==> src/pkg/dtc_pkg.sv <==
package dtc_pkg;

    // Register offsets on the plain register port
    localparam logic [7:0] OFS_A_VALUE   = 8'h00;
    localparam logic [7:0] OFS_A_CONTROL = 8'h01;
    localparam logic [7:0] OFS_B_LOW     = 8'h02;
    localparam logic [7:0] OFS_B_HIGH    = 8'h03;
    localparam logic [7:0] OFS_B_CONTROL = 8'h04;
    localparam logic [7:0] OFS_INT_CTRL  = 8'h05;

    // Control register field positions
    localparam int MODE_HI  = 7;
    localparam int MODE_LO  = 6;
    localparam int RUN_BIT  = 4;
    localparam int EDGE_BIT = 3;

    // Mode pair patterns; the fourth pattern (2'h0) stops counting
    localparam logic [1:0] MODE_TIMER = 2'h2;
    localparam logic [1:0] MODE_EVENT = 2'h1;
    localparam logic [1:0] MODE_PWM   = 2'h3;

    // Interrupt control register field positions
    localparam int IEN_A  = 0;
    localparam int IEN_B  = 1;
    localparam int IFLG_A = 4;
    localparam int IFLG_B = 5;

    // Internal count clock is the system clock divided by four
    localparam logic [1:0] PRESCALE_LAST = 2'h3;

    // Full counts at which the counters overflow
    localparam logic [7:0]  A_FULL = 8'hff;
    localparam logic [15:0] B_FULL = 16'hffff;

    // Values after reset
    localparam logic [7:0]  A_RESET    = 8'h00;
    localparam logic [15:0] B_RESET    = 16'h0000;
    localparam logic [1:0]  MODE_RESET = 2'h0;
    localparam logic [7:0]  RDATA_ZERO = 8'h00;

    // One register port request
    typedef struct packed {
        logic [7:0] addr;   // Register offset
        logic [7:0] wdata;  // Write data
        logic       wr;     // Write strobe
        logic       rd;     // Read strobe
    } dtc_bus_req_t;

    // Pulse width measurement sequence
    typedef enum logic [1:0] {PWM_IDLE, PWM_WAIT, PWM_MEASURE} dtc_pwm_state_t;

    // One count pulse for a counter in the present cycle
    function automatic logic dtc_count_pulse(input logic [1:0] mode, input logic run,
                                             input logic tick, input logic rise,
                                             input logic fall, input logic edge_sel,
                                             input logic measuring, input logic pd);
        dtc_count_pulse = 1'b0;
        if (mode == MODE_TIMER) begin
            dtc_count_pulse = run & tick & ~pd;
        end else if (mode == MODE_EVENT) begin
            dtc_count_pulse = run & (edge_sel ? fall : rise);
        end else if (mode == MODE_PWM) begin
            dtc_count_pulse = measuring & tick & ~pd;
        end
    endfunction : dtc_count_pulse

    // Next pulse width state; edge select low starts on a falling edge
    function automatic dtc_pwm_state_t dtc_pwm_next(input dtc_pwm_state_t st,
                                                    input logic [1:0] mode, input logic run,
                                                    input logic rise, input logic fall,
                                                    input logic edge_sel);
        dtc_pwm_next = st;
        if (!run || mode != MODE_PWM) begin
            dtc_pwm_next = PWM_IDLE;
        end else begin
            unique case (st)
                PWM_IDLE:    dtc_pwm_next = PWM_WAIT;
                PWM_WAIT:    dtc_pwm_next = (edge_sel ? rise : fall) ? PWM_MEASURE : PWM_WAIT;
                PWM_MEASURE: dtc_pwm_next = (edge_sel ? fall : rise) ? PWM_IDLE : PWM_MEASURE;
            endcase
        end
    endfunction : dtc_pwm_next

endpackage : dtc_pkg

==> src/design/dtc_pin_edge.sv <==
`timescale 1ns/100ps

module dtc_pin_edge (
    // Clock and reset
    input  wire logic clock,
    input  wire logic rstn_sync,
    // Asynchronous pin
    input  wire logic pin,
    // Filtered edges, one cycle each
    output logic      rise,
    output logic      fall
);

    logic sync1_r;  // First stage, read only by the second
    logic sync2_r;  // Second stage
    logic sync3_r;  // Third stage
    logic level_r;  // Accepted pin level

    // Three stage synchroniser
    always_ff @(posedge clock or negedge rstn_sync) begin
        if (!rstn_sync) begin
            sync1_r <= 1'b0;
            sync2_r <= 1'b0;
            sync3_r <= 1'b0;
        end else begin
            sync1_r <= pin;
            sync2_r <= sync1_r;
            sync3_r <= sync2_r;
        end
    end

    // A change counts once the second and third stages agree
    always_ff @(posedge clock or negedge rstn_sync) begin
        if (!rstn_sync) begin
            level_r <= 1'b0;
            rise    <= 1'b0;
            fall    <= 1'b0;
        end else begin
            rise <= (sync2_r == sync3_r) & sync3_r & ~level_r;
            fall <= (sync2_r == sync3_r) & ~sync3_r & level_r;
            if (sync2_r == sync3_r) begin
                level_r <= sync3_r;
            end
        end
    end

endmodule : dtc_pin_edge

==> src/design/dtc_top.sv <==
`timescale 1ns/100ps

module dtc_top (
    // Clock and reset
    input  wire logic                  clock,
    input  wire logic                  rstn,
    // Register port
    input  wire dtc_pkg::dtc_bus_req_t bus_req,
    output logic [7:0]                 bus_rdata,
    // External event or pulse pins
    input  wire logic                  counter_a_value_or_input_pin,
    input  wire logic                  counter_b_input_pin,
    // Power-down state of the device
    input  wire logic                  power_down,
    // Interrupt and wake-up requests
    output logic                       counter_a_irq,
    output logic                       counter_b_irq,
    output logic                       wake_up_req
);

    // Reset synchroniser
    logic rst_meta_r;                          // First reset stage
    logic rstn_sync;                           // Released reset used everywhere

    // Prescaler
    logic [1:0] prescale_r;                    // Divide-by-four phase
    logic       tick;                          // Internal count clock pulse

    // Synchronised pin edges
    logic a_rise;                              // Counter A pin rising
    logic a_fall;                              // Counter A pin falling
    logic b_rise;                              // Counter B pin rising
    logic b_fall;                              // Counter B pin falling

    // Counter A state
    logic [7:0]              count_a_r;        // Counting register
    logic [7:0]              preload_a_r;      // Preload register
    logic [1:0]              mode_a_r;         // Mode pair
    logic                    run_a_r;          // Run bit
    logic                    edge_a_r;         // Edge select
    dtc_pkg::dtc_pwm_state_t pwm_a_r;          // Pulse width sequence
    dtc_pkg::dtc_pwm_state_t pwm_a_nxt;

    // Counter B state
    logic [15:0]             count_b_r;        // Counting register
    logic [15:0]             preload_b_r;      // Preload register
    logic [7:0]              low_buf_r;        // Low byte holding buffer
    logic [1:0]              mode_b_r;         // Mode pair
    logic                    run_b_r;          // Run bit
    logic                    edge_b_r;         // Edge select
    dtc_pkg::dtc_pwm_state_t pwm_b_r;          // Pulse width sequence
    dtc_pkg::dtc_pwm_state_t pwm_b_nxt;

    // Interrupt control
    logic ien_a_r;                             // Counter A interrupt enable
    logic ien_b_r;                             // Counter B interrupt enable
    logic flag_a_r;                            // Counter A request flag
    logic flag_b_r;                            // Counter B request flag

    // Decoded strobes
    logic wr_a_value;
    logic wr_a_ctrl;
    logic wr_b_low;
    logic wr_b_high;
    logic wr_b_ctrl;
    logic wr_interrupt_control_register;
    logic rd_b_high;

    // Count pulses, overflows and pulse ends
    logic inc_a;
    logic inc_b;
    logic ovf_a;
    logic ovf_b;
    logic pwm_stop_a;
    logic pwm_stop_b;

    // Assert at once, release through two flops
    always_ff @(posedge clock or negedge rstn) begin
        if (!rstn) begin
            rst_meta_r <= 1'b0;
            rstn_sync  <= 1'b0;
        end else begin
            rst_meta_r <= 1'b1;
            rstn_sync  <= rst_meta_r;
        end
    end

    // Free-running divide by four
    always_ff @(posedge clock or negedge rstn_sync) begin
        if (!rstn_sync) begin
            prescale_r <= 2'h0;
        end else begin
            prescale_r <= prescale_r + 2'h1;
        end
    end

    assign tick = (prescale_r == dtc_pkg::PRESCALE_LAST);

    // Pin edge detectors; the pins are asynchronous to the clock
    dtc_pin_edge u_edge_a (
        .clock     (clock),
        .rstn_sync (rstn_sync),
        .pin       (counter_a_value_or_input_pin),
        .rise      (a_rise),
        .fall      (a_fall)
    );

    dtc_pin_edge u_edge_b (
        .clock     (clock),
        .rstn_sync (rstn_sync),
        .pin       (counter_b_input_pin),
        .rise      (b_rise),
        .fall      (b_fall)
    );

    // Address decode
    assign wr_a_value = bus_req.wr & (bus_req.addr == dtc_pkg::OFS_A_VALUE);
    assign wr_a_ctrl  = bus_req.wr & (bus_req.addr == dtc_pkg::OFS_A_CONTROL);
    assign wr_b_low   = bus_req.wr & (bus_req.addr == dtc_pkg::OFS_B_LOW);
    assign wr_b_high  = bus_req.wr & (bus_req.addr == dtc_pkg::OFS_B_HIGH);
    assign wr_b_ctrl  = bus_req.wr & (bus_req.addr == dtc_pkg::OFS_B_CONTROL);
    assign wr_interrupt_control_register    = bus_req.wr & (bus_req.addr == dtc_pkg::OFS_INT_CTRL);
    assign rd_b_high  = bus_req.rd & (bus_req.addr == dtc_pkg::OFS_B_HIGH);

    // Count pulse selection per mode; unused pattern gives no pulse
    assign inc_a = dtc_pkg::dtc_count_pulse(mode_a_r, run_a_r, tick, a_rise, a_fall,
                                            edge_a_r, pwm_a_r == dtc_pkg::PWM_MEASURE,
                                            power_down);
    assign inc_b = dtc_pkg::dtc_count_pulse(mode_b_r, run_b_r, tick, b_rise, b_fall,
                                            edge_b_r, pwm_b_r == dtc_pkg::PWM_MEASURE,
                                            power_down);

    // Overflow is a pulse arriving at the full count
    assign ovf_a = inc_a & (count_a_r == dtc_pkg::A_FULL);
    assign ovf_b = inc_b & (count_b_r == dtc_pkg::B_FULL);

    // Pulse width sequence; the count pulse masks the tick in power-down, so the
    // timed modes only advance on the internal tick while awake
    assign pwm_a_nxt = dtc_pkg::dtc_pwm_next(pwm_a_r, mode_a_r, run_a_r,
                                             a_rise, a_fall, edge_a_r);
    assign pwm_b_nxt = dtc_pkg::dtc_pwm_next(pwm_b_r, mode_b_r, run_b_r,
                                             b_rise, b_fall, edge_b_r);

    // The measured pulse ends when the pin returns to its level
    assign pwm_stop_a = (pwm_a_r == dtc_pkg::PWM_MEASURE) & (pwm_a_nxt == dtc_pkg::PWM_IDLE);
    assign pwm_stop_b = (pwm_b_r == dtc_pkg::PWM_MEASURE) & (pwm_b_nxt == dtc_pkg::PWM_IDLE);

    // Pulse width state registers
    always_ff @(posedge clock or negedge rstn_sync) begin
        if (!rstn_sync) begin
            pwm_a_r <= dtc_pkg::PWM_IDLE;
            pwm_b_r <= dtc_pkg::PWM_IDLE;
        end else begin
            pwm_a_r <= pwm_a_nxt;
            pwm_b_r <= pwm_b_nxt;
        end
    end

    // Counter A control register
    always_ff @(posedge clock or negedge rstn_sync) begin
        if (!rstn_sync) begin
            mode_a_r <= dtc_pkg::MODE_RESET;
            run_a_r  <= 1'b0;
            edge_a_r <= 1'b0;
        end else if (wr_a_ctrl) begin
            // Software write beats the automatic stop in the same cycle
            mode_a_r <= bus_req.wdata[dtc_pkg::MODE_HI:dtc_pkg::MODE_LO];
            run_a_r  <= bus_req.wdata[dtc_pkg::RUN_BIT];
            edge_a_r <= bus_req.wdata[dtc_pkg::EDGE_BIT];
        end else if (pwm_stop_a) begin
            run_a_r <= 1'b0;
        end
    end

    // Counter B control register
    always_ff @(posedge clock or negedge rstn_sync) begin
        if (!rstn_sync) begin
            mode_b_r <= dtc_pkg::MODE_RESET;
            run_b_r  <= 1'b0;
            edge_b_r <= 1'b0;
        end else if (wr_b_ctrl) begin
            mode_b_r <= bus_req.wdata[dtc_pkg::MODE_HI:dtc_pkg::MODE_LO];
            run_b_r  <= bus_req.wdata[dtc_pkg::RUN_BIT];
            edge_b_r <= bus_req.wdata[dtc_pkg::EDGE_BIT];
        end else if (pwm_stop_b) begin
            run_b_r <= 1'b0;
        end
    end

    // Counter A preload; given a defined reset although software
    // must still load it before use
    always_ff @(posedge clock or negedge rstn_sync) begin
        if (!rstn_sync) begin
            preload_a_r <= dtc_pkg::A_RESET;
        end else if (wr_a_value) begin
            preload_a_r <= bus_req.wdata;
        end
    end

    // Counter A counting register
    always_ff @(posedge clock or negedge rstn_sync) begin
        if (!rstn_sync) begin
            count_a_r <= dtc_pkg::A_RESET;
        end else if (wr_a_value && !run_a_r) begin
            count_a_r <= bus_req.wdata;
        end else if (ovf_a) begin
            count_a_r <= preload_a_r;
        end else if (inc_a) begin
            count_a_r <= count_a_r + 8'h01;
        end
    end

    // Low byte holding buffer, shared by writes and reads; the
    // byte order of software accesses keeps the two uses apart
    always_ff @(posedge clock or negedge rstn_sync) begin
        if (!rstn_sync) begin
            low_buf_r <= dtc_pkg::A_RESET;
        end else if (wr_b_low) begin
            low_buf_r <= bus_req.wdata;
        end else if (rd_b_high) begin
            low_buf_r <= count_b_r[7:0];
        end
    end

    // Counter B preload, loaded whole by the high byte write
    always_ff @(posedge clock or negedge rstn_sync) begin
        if (!rstn_sync) begin
            preload_b_r <= dtc_pkg::B_RESET;
        end else if (wr_b_high) begin
            preload_b_r <= {bus_req.wdata, low_buf_r};
        end
    end

    // Counter B counting register; a low byte write never touches it
    always_ff @(posedge clock or negedge rstn_sync) begin
        if (!rstn_sync) begin
            count_b_r <= dtc_pkg::B_RESET;
        end else if (wr_b_high && !run_b_r) begin
            count_b_r <= {bus_req.wdata, low_buf_r};
        end else if (ovf_b) begin
            count_b_r <= preload_b_r;
        end else if (inc_b) begin
            count_b_r <= count_b_r + 16'h0001;
        end
    end

    // Interrupt enables
    always_ff @(posedge clock or negedge rstn_sync) begin
        if (!rstn_sync) begin
            ien_a_r <= 1'b0;
            ien_b_r <= 1'b0;
        end else if (wr_interrupt_control_register) begin
            ien_a_r <= bus_req.wdata[dtc_pkg::IEN_A];
            ien_b_r <= bus_req.wdata[dtc_pkg::IEN_B];
        end
    end

    // Request flags; an overflow in the write cycle wins over a clear,
    // and software may also set a flag; the wake-up path ignores the flags
    always_ff @(posedge clock or negedge rstn_sync) begin
        if (!rstn_sync) begin
            flag_a_r <= 1'b0;
            flag_b_r <= 1'b0;
        end else begin
            if (ovf_a) begin
                flag_a_r <= 1'b1;
            end else if (wr_interrupt_control_register) begin
                flag_a_r <= bus_req.wdata[dtc_pkg::IFLG_A];
            end
            if (ovf_b) begin
                flag_b_r <= 1'b1;
            end else if (wr_interrupt_control_register) begin
                flag_b_r <= bus_req.wdata[dtc_pkg::IFLG_B];
            end
        end
    end

    // Delivered interrupts are gated by the enables
    always_ff @(posedge clock or negedge rstn_sync) begin
        if (!rstn_sync) begin
            counter_a_irq <= 1'b0;
            counter_b_irq <= 1'b0;
        end else begin
            counter_a_irq <= flag_a_r & ien_a_r;
            counter_b_irq <= flag_b_r & ien_b_r;
        end
    end

    // Wake-up on an overflow in power-down, enable or not; only event
    // mode can get here since the timed modes hold still then
    always_ff @(posedge clock or negedge rstn_sync) begin
        if (!rstn_sync) begin
            wake_up_req <= 1'b0;
        end else begin
            wake_up_req <= power_down & (ovf_a | ovf_b);
        end
    end

    // Read data, valid in the cycle after the strobe only
    always_ff @(posedge clock or negedge rstn_sync) begin
        if (!rstn_sync) begin
            bus_rdata <= dtc_pkg::RDATA_ZERO;
        end else if (bus_req.rd) begin
            unique case (bus_req.addr)
                dtc_pkg::OFS_A_VALUE:   bus_rdata <= count_a_r;
                dtc_pkg::OFS_A_CONTROL: bus_rdata <= {mode_a_r, 1'b0, run_a_r, edge_a_r, 3'h0};
                dtc_pkg::OFS_B_LOW:     bus_rdata <= low_buf_r;
                dtc_pkg::OFS_B_HIGH:    bus_rdata <= count_b_r[15:8];
                dtc_pkg::OFS_B_CONTROL: bus_rdata <= {mode_b_r, 1'b0, run_b_r, edge_b_r, 3'h0};
                dtc_pkg::OFS_INT_CTRL:  bus_rdata <= {2'h0, flag_b_r, flag_a_r,
                                                      2'h0, ien_b_r, ien_a_r};
                default:                bus_rdata <= dtc_pkg::RDATA_ZERO;
            endcase
        end else begin
            bus_rdata <= dtc_pkg::RDATA_ZERO;
        end
    end

endmodule : dtc_top

==> config.mk <==
export PLATFORM = sky130hd
export DESIGN_NAME = dtc_top
export DESIGN_NICKNAME = d
export VERILOG_FILES = /design/src/pkg/dtc_pkg.sv /design/src/design/dtc_pin_edge.sv /design/src/design/dtc_top.sv
export SDC_FILE = /design/constraint.sdc
export NUM_CORES = 1
export LEC_CHECK = 0
export BUFFER_PORTS_ARGS = -buffer_cell sky130_fd_sc_hd__buf_2
export CAP_MARGIN = 15
export CORE_MARGIN = 2
export CORE_UTILIZATION = 60
export DETAILED_ROUTE_END_ITERATION = 10
export PLACE_DENSITY = 0.79
export SYNTH_ARGS = -nofsm -noshare
export SYNTH_HDL_FRONTEND = slang
export SYNTH_HIERARCHICAL = 1
export SYNTH_SLANG_ARGS = --single-unit
==> constraint.sdc <==
create_clock -name clock -period 3.95 [get_ports clock]
set_input_delay 0.79 -clock clock [delete_from_list [all_inputs] [get_ports clock]]
set_output_delay 0.79 -clock clock [all_outputs]
set_load 0.02 [all_outputs]
==> Yosys cells after proc, flatten, opt, wreduce, memory -nomap -nowiden <==
Index checks and enable logic that the tools add are counted.
{ "classes": {"addsub": 3, "muxes": 36, "eq_ne": 22, "reduce_logical": 18, "n_bitwise": 38} }
{ "op_table": {"columns": ["op", "count"], "rows": [
  ["two-way mux 16 bit", 3],
  ["two-way mux 8 bit", 6],
  ["case mux 8 bit (6 select lines)", 1],
  ["bitwise AND 1 bit", 32],
  ["two-way mux 1 bit", 18],
  ["adder 16 x 1 -> 16 bit, second input constant", 1],
  ["equality test 16 bit, second input constant", 1],
  ["equality test 8 x 2 -> 1 bit, second input constant", 2],
  ["equality test 8 x 3 -> 1 bit, second input constant", 2],
  ["equality test 2 bit, second input constant", 7],
  ["two-way mux 2 bit", 6],
  ["case mux 2 bit (3 select lines)", 2],
  ["nonzero test 2 bit", 5],
  ["adder 8 x 1 -> 8 bit, second input constant", 1],
  ["equality test 2 x 1 -> 1 bit, second input constant", 4],
  ["equality test 8 x 1 -> 1 bit, second input constant", 1],
  ["equality test 8 bit, second input constant", 1],
  ["logical NOT 2 bit", 4],
  ["logical NOT 8 bit", 1],
  ["nonzero test 3 bit", 2],
  ["NOT 1 bit", 5],
  ["inequality test 2 bit, second input constant", 2],
  ["adder 2 x 1 -> 2 bit, second input constant", 1],
  ["equality test 1 bit", 2],
  ["4 further kinds", 7]
]} }
{ "word_totals": {"wordCells": 153, "in_bits": 23, "out_inout_bits": 11, "regBits": 99} }

==> Longest topological paths before layout <==
Gate-level depths: netlist of run 1.
{ "depth": {"ltp_word": 9, "ltp_mapped": 8, "mapped_depth_nobuf": 7} }

==> Modules after synthesis <==
The synthesis of run 1 kept the hierarchy.
{ "by_module_without_submodules": {"columns": ["module", "cells_per_inst", "n_inst", "seq_area_each_um2", "area_each_um2"], "rows": [
  ["dtc_top", 460, 1, 2177.1, 4687.0],
  ["dtc_pin_edge", 13, 2, 150.1, 210.2]
]} }

==> Worst setup path before layout of run 1 <==
Ideal clock, no wire load.
{ "synth_timing": {"path_type": "input port to flip-flop", "start": "input port bus_req[16] (netlist name)", "end": "register edge_a_r", "path_buffers": 0, "path_slack_ps": 1532, "t_arrival_ps": 2293, "stages": 4, "required_ps": 3825, "setup_ps": 125, "cell_sequence": "or4_4 > or3_4 > nor3b_4 > mux2_2"} }
{ "synth_between": {"elab_chain_cells": 2} }
{ "synth_lines": {"columns": ["element", "line", "text"], "rows": [
  ["start: declaration", "dtc_top.sv:8", "input wire dtc_pkg::dtc_bus_req_t bus_req,"],
  ["equality test 8 x 1 -> 1 bit", "dtc_top.sv:118", "assign wr_a_ctrl = bus_req.wr & (bus_req.addr == dtc_pkg::OFS_A_CONTROL);"],
  ["bitwise AND 1 bit", "dtc_top.sv:118", null],
  ["end signal: assignment", "dtc_top.sv:169", "edge_a_r <= bus_req.wdata[dtc_pkg::EDGE_BIT];"],
  ["end: declaration", "dtc_top.sv:40", "logic edge_a_r;"]
]} }
Every way passes these cells.
A chain may end at the register's enable or synchronous reset.

==> Worst setup path in the final report of run 1 <==
{ "layout_timing": {"start": "register run_b_r", "end": "register count_b_r[3]"} }
{ "layout_between": {"elab_chain_cells": 6, "word_cells_on_any_way": 11, "classes_between": "mux (4); bitwise (4); reduce/logical (3)"} }
{ "layout_lines": {"columns": ["element", "line", "text"], "rows": [
  ["start: declaration", "dtc_top.sv:49", "logic run_b_r;"],
  ["start signal: assignment", "dtc_top.sv:183", "run_b_r <= bus_req.wdata[dtc_pkg::RUN_BIT];"],
  ["bitwise AND 1 bit, on equally long branches", "dtc_pkg.sv:61, dtc_pkg.sv:59", null],
  ["two-way mux 1 bit or bitwise AND 1 bit (tied branches)", "dtc_pkg.sv:60, dtc_pkg.sv:59", null],
  ["two-way mux 1 bit", "dtc_pkg.sv:58", "if (mode == MODE_TIMER) begin"],
  ["bitwise AND 1 bit", "dtc_top.sv:135", "assign ovf_b = inc_b & (count_b_r == dtc_pkg::B_FULL);"],
  ["two-way mux 16 bit", "dtc_top.sv:240", "end else if (ovf_b) begin"],
  ["two-way mux 16 bit", "dtc_top.sv:238", "end else if (wr_b_high && !run_b_r) begin"],
  ["end signal: assignment", "dtc_top.sv:237", "count_b_r <= dtc_pkg::B_RESET;"],
  ["end signal: assignment", "dtc_top.sv:239", "count_b_r <= {bus_req.wdata, low_buf_r};"],
  ["end signal: assignment", "dtc_top.sv:241", "count_b_r <= preload_b_r;"],
  ["end: declaration", "dtc_top.sv:45", "logic [15:0] count_b_r;"]
]} }
Parallel ways exist; a longest one is shown, timed or not.

==> results of run 1 <==
-- logic make-up after synthesis --
logic type	share of synthesized area
adder cells (fa/ha/maj)	0.02695
other	0.0007342
flip-flops	0.4851
buffers and inverters	0.03234
multiplexers	0.1480
XOR/XNOR	0.006861
AND/OR/NAND/NOR	0.1725
AO/OA/AOI/OAI	0.1276
-- how the worst min path moves through the flow --
stage / from / to / slack [ps]
global placement: u_edge_a/sync1_r / u_edge_a/sync2_r / 330
floorplan: rst_meta_r / rstn_sync / 330
detailed placement: u_edge_a/sync1_r / u_edge_a/sync2_r / 340
CTS: rstn / rstn_sync / 160
finish: rstn / rstn_sync / 170
global route: rstn / rstn_sync / 150
-- synthesized netlist by cell type, types with 2 or more instances --
master,instances
mux2_2,38
a31oi_1,11
o22a_1,3
nor3_1,9
and3_1,8
nor2_1,47
nand3_2,2
ha_1,11
o21ai_0,16
and2_1,7
o31ai_1,8
nand3_1,12
inv_1,19
nand4_1,4
mux2i_1,23
nor2b_1,9
clkbuf_1,15
nand2b_1,2
a2111oi_0,4
or2_2,2
and4b_1,3
a41oi_1,3
mux2_4,2
xnor2_1,3
o22ai_1,2
or3_1,2
a22oi_1,5
buf_2,6
dfrtp_1,99
mux4_2,3
nor4_1,3
a221oi_1,5
and4_1,4
a21oi_1,35
nand3b_1,2
nand4b_1,2
nand2_1,33
-- stage by stage --
step                      power [mW]  worst slack [ps]  utilization
after floorplan                1.223             988.1            -
after global placement         1.279              1207       0.6476
after detailed placement       1.288              1149       0.6476
after CTS                      1.963              1495       0.6731
after global routing           2.036              1310       0.6731
final                          1.955              1439       0.6731
-- final cells by class --
type | instances | area (um^2)
multi-input combinational | 346 | 2465
clock inverter | 7 | 85.08
fill | 641 | 2686
clock buffer | 9 | 123.9
sequential | 99 | 2481
timing repair buffer | 34 | 172.7
inverter | 19 | 71.32
tap | 105 | 131.4
-- where the power goes --
part	switching [mW]	total, mW	internal, mW
logic	0.0742	0.145	0.0709
clock network	0.380	0.683	0.304
registers	0.0681	1.13	1.06
-- registers in the layout (all words and copies together) (netlist names), 2 cells and up --
| signal | cells |
|---|---|
| count_a_r | 8 |
| count_b_r | 16 |
| bus_rdata | 8 |
| mode_b_r | 2 |
| pwm_b_r | 2 |
| prescale_r | 2 |
| preload_a_r | 8 |
| low_buf_r | 8 |
| preload_b_r | 16 |
| pwm_a_r | 2 |
| mode_a_r | 2 |
-- routing by layer --
| layer | GRT usage | share of wire | vias up |
|---|---|---|---|
| li1 | - | - | 1818 |
| met1 | 0.3975 | 0.42 | 1999 |
| met2 | 0.4352 | 0.46 | 201 |
| met3 | 0.07987 | 0.088 | 26 |
| met4 | 0.1190 | 0.028 | 0 |
| met5 | 0 | 0 | - |
==> impl_metrics.ini, run 1 <==
[placement]
place_hpwl_um = 8692
gp_congestion = 0.8937
dpl.cell_count = 603
dpl_cell_area_mm2 = 0.005321
port_buffers = 33

[setup_path]
critPathMaxFanout = 9
reg2reg_to = count_b_r[3]
path_cells = nand2_1, o32ai_1, and2_1, mux2i_1, o31ai_1
worstPathRequired_ps = 4180
worst-setup-path-type = reg2reg
rr_worst_depth = 5
critPathLaunch = run_b_r
path_delay_family = compound AO/OA/AOI/OAI gates
crit_slowest_cell = o32ai_1
cp-endpoint = count_b_r[3]
worstPathArrival_ps = 2740
r2r_setup_slack_ps = 1440
setup.worst_path.end_class = flop
worstReg2RegStart = run_b_r
max_stage_delay_ps = 810
path_depth = 5
critPathLaunchType = flop
cp_num_buf_inv = 0

[status]
status = complete, no violations

[sta]
relSlewSlack = 0.3848
holdWs_ps = 174.2
fmax_mhz = 398.3
tightest_slew_ps = 919.9
setup_viol = 0
layout_min_cycle_time_ps = 2511
maxSlewViolCount = 0
period_share = 0.6356
grt_setup_unrepaired = false
hold_viol_final = 0
finalSetupTns_ps = 0
skew_ps = 9.693

[synth]
synth_top_area_frac = 0.4851
syn_area_mm2 = 0.005107
yosys_register_bits = 99
synth_ff_type = dfrtp_1
yosys.area.top_type = dfrtp_1
yosys_warnings = 6
synth.distinct_cells = 61
synthTopCellsByArea = dfrtp_1 (49%), mux2_2 (8.4%), mux2i_1 (4.5%)
synth_nets = 520
synth_cells = 486
synth_edf_count = 0
syn_avg_cell_area_um2 = 10.51
ys_seq_area_frac = 0.4851
synthArstFlopShare = 1.000

[drt]
drtIter0Drc = 287
post_drt_wl_per_cell_um = 20.02
final_antenna_net_count = 0
drc = 0
viasPerCell = 6.533
vias = 4044
dr.pass1.iters = 5
wl_um = 12390

[power]
peakVddDrop_v = 0.0002121
p_per_area_mw_per_mm2 = 353.5
p_leak_nw = 2.518

[global_route]
grt_pass1_vias = 3864
grt_pass1_wl_um = 19930
antenna_found_initial = 0
grt_max_degree = 73
groute.usage.overall = 0.2897
grt-ovfl-total = 0

[floorplanning]
core_area_mm2 = 0.008217
num_rows = 33
die_h_um = 96.26
initial_utilization = 0.6216
die_x_um = 96.26
dieArea_mm2 = 0.009266
io_pins = 34

[finish]
mostFrequentLayoutCells = dfrtp_1 (98), nor2_1 (47), mux2_2 (38)
diodes = 0
drive_above_1_share = 0.2023
nNetsFinal = 543
final_area_mm2 = 0.005530
final_cells = 619
area_growth_pct = 8.280
mostFrequentLayoutCell = dfrtp_1

[clock_network]
insertion_delay_ps = 380
cts_htree_levels = 3
tritoncts = yes
cts_buffers = 9
clockBufferDepth = 2
cts_hold_buf = 0
post-cts-setup-buffers = 0
cts-root-buf = clkbuf_8
clkTransAtPathRegs_ps = 100
post_cts_resized = 0
clkSinkCount = 99

[hold_path]
hold_path_class = in2async

[flow_run]
cap_viol_max_count = 0
(Power assumes the default switching activity.)
==> run 2: changes to the inputs <==
--- a/config.mk
+++ b/config.mk
@@ -8,9 +8,9 @@
 export BUFFER_PORTS_ARGS = -buffer_cell sky130_fd_sc_hd__buf_2
 export CAP_MARGIN = 15
 export CORE_MARGIN = 2
-export CORE_UTILIZATION = 60
+export CORE_UTILIZATION = 55
 export DETAILED_ROUTE_END_ITERATION = 10
-export PLACE_DENSITY = 0.79
+export PLACE_DENSITY = 0.76
 export SYNTH_ARGS = -nofsm -noshare
 export SYNTH_HDL_FRONTEND = slang
 export SYNTH_HIERARCHICAL = 1
==> constraint.sdc (replaced) <==
create_clock -name clock -period 2.3 [get_ports clock]
set_input_delay 0.46 -clock clock [delete_from_list [all_inputs] [get_ports clock]]
set_output_delay 0.46 -clock clock [all_outputs]
set_load 0.02 [all_outputs]
==> impl_metrics.ini, run 2 (same netlist as run 1, synthesis figures left out) <==
[status]
status = complete, no violations

[sta]
fmax_mhz = 469.9
finalSetupTns_ps = 0
grt_setup_unrepaired = false
holdWs_ps = 189.3
tightest_slew_ps = 683.6
skew_ps = 10.66
hold_viol_final = 0
layout_min_cycle_time_ps = 2128
maxSlewViolCount = 0
period_share = 0.9253
setup_viol = 0
relSlewSlack = 0.5325

[setup_path]
worstPathArrival_ps = 2390
critPathMaxFanout = 6
worst-setup-path-type = reg2reg
setup.worst_path.end_class = flop
critPathLaunchType = flop
worstReg2RegStart = edge_b_r
worstPathRequired_ps = 2560
r2r_setup_slack_ps = 170
critPathLaunch = edge_b_r

[finish]
diodes = 0
mostFrequentLayoutCells = dfrtp_1 (98), nor2_1 (47), mux2_2 (38)
drive_above_1_share = 0.2313
reg_top3 = count_b_r (16), preload_b_r (16)
fin_util = 0.6264
mostFrequentLayoutCell = dfrtp_1
nNetsFinal = 565
area_growth_pct = 11.71

[drt]
final_antenna_net_count = 0
vias = 4032
dr.pass1.iters = 5
viasPerCell = 6.232
post_drt_wl_per_cell_um = 19.23
drc = 0
drtIter0Drc = 369
wl_um = 12440

[floorplanning]
initial_utilization = 0.5607
die_h_um = 100.4
core_area_mm2 = 0.009109
die_x_um = 100.4
num_rows = 35
dieArea_mm2 = 0.01007
io_pins = 34

[global_route]
grt-ovfl-total = 0
antenna_found_initial = 0
grt_max_degree = 61
grt_pass1_vias = 3914
grt_pass1_wl_um = 19870
groute.usage.overall = 0.2602

[hold_path]
hp-start = counter_b_input_pin
hold_path_class = in2reg

[clock_network]
clkTransAtPathRegs_ps = 100
cts-root-buf = clkbuf_8
cts_buffers = 9
clkSinkCount = 99
insertion_delay_ps = 370
clockBufferDepth = 2
tritoncts = yes
cts_htree_levels = 3

[placement]
gp_congestion = 0.9844
port_buffers = 33
place_hpwl_um = 9059

[power]
p_total_mw = 3.301
p_leak_nw = 2.617
p_per_area_mw_per_mm2 = 578.5
peakVddDrop_v = 0.0002543

[flow_run]
cap_viol_max_count = 0
## run 2: cell count changes in the layout (fill, tap and decap cells not counted), sizes merged
cell         change
buf             +21
clkbuf           +2
clkinv           -1
clkinvlp         +1
dlygate4sd3      +1
inv              -2
## run 2: worst paths after layout
path / depth (start not counted) / end
setup / recovery: 6 / count_b_r[1]
min in group asynchronous: 0 / u_edge_a/sync3_r
max in group asynchronous: 1 / count_b_r[9]
hold reg to reg: 0 / u_edge_a/sync3_r
setup reg to reg: 6 / count_b_r[1]
hold / removal: 1 / u_edge_b/sync1_r
## run 2: area by class of cell
cell class	instances	area (um^2)
repair buffers	56	352.8
well taps	111	138.9
fillers	745	3403
clock buffers	11	131.4
clock inverters	5	63.81
multi-input cells	346	2466
inverters	19	71.32
flip-flops and latches	99	2481
## run 2: critical path: stages (launching register included)
cell and delay, ps:
dfrtp_1 460, mux2i_1 180, o32ai_1 500, and2_1 410, buf_4 190, mux2i_1 180, a21oi_1 90
## run 2: where the power goes
part / switching (mW) / internal, mW
logic: 0.143 / 0.130
registers: 0.107 / 1.82
clock network: 0.594 / 0.509
## run 2: per-layer routing
metal  share of wire  global-route usage  up-vias
li1                -                   -     1847
met1            0.43              0.3592     1976
met2            0.46              0.3944      174
met3           0.078             0.05292       35
met4           0.040              0.1264        0
met5               0                   0        -
## run 2: stage by stage
step                      cells  worst slack [ps]  instance area, um^2
after CTS                   647             171.6                 5704
after global placement      630             66.87                 5499
final                       647             171.7                 5705
after floorplan             486             212.0                 5109
after global routing        647             52.77                 5705
after detailed placement    630             6.867                 5499
## run 2: what timing repair did
action	in CTS	in global routing
endpoints found under the setup margin	0	1
setup buffers	0	0
gates resized for setup	0	1
hold endpoints to repair	2	0
hold buffers	1	0
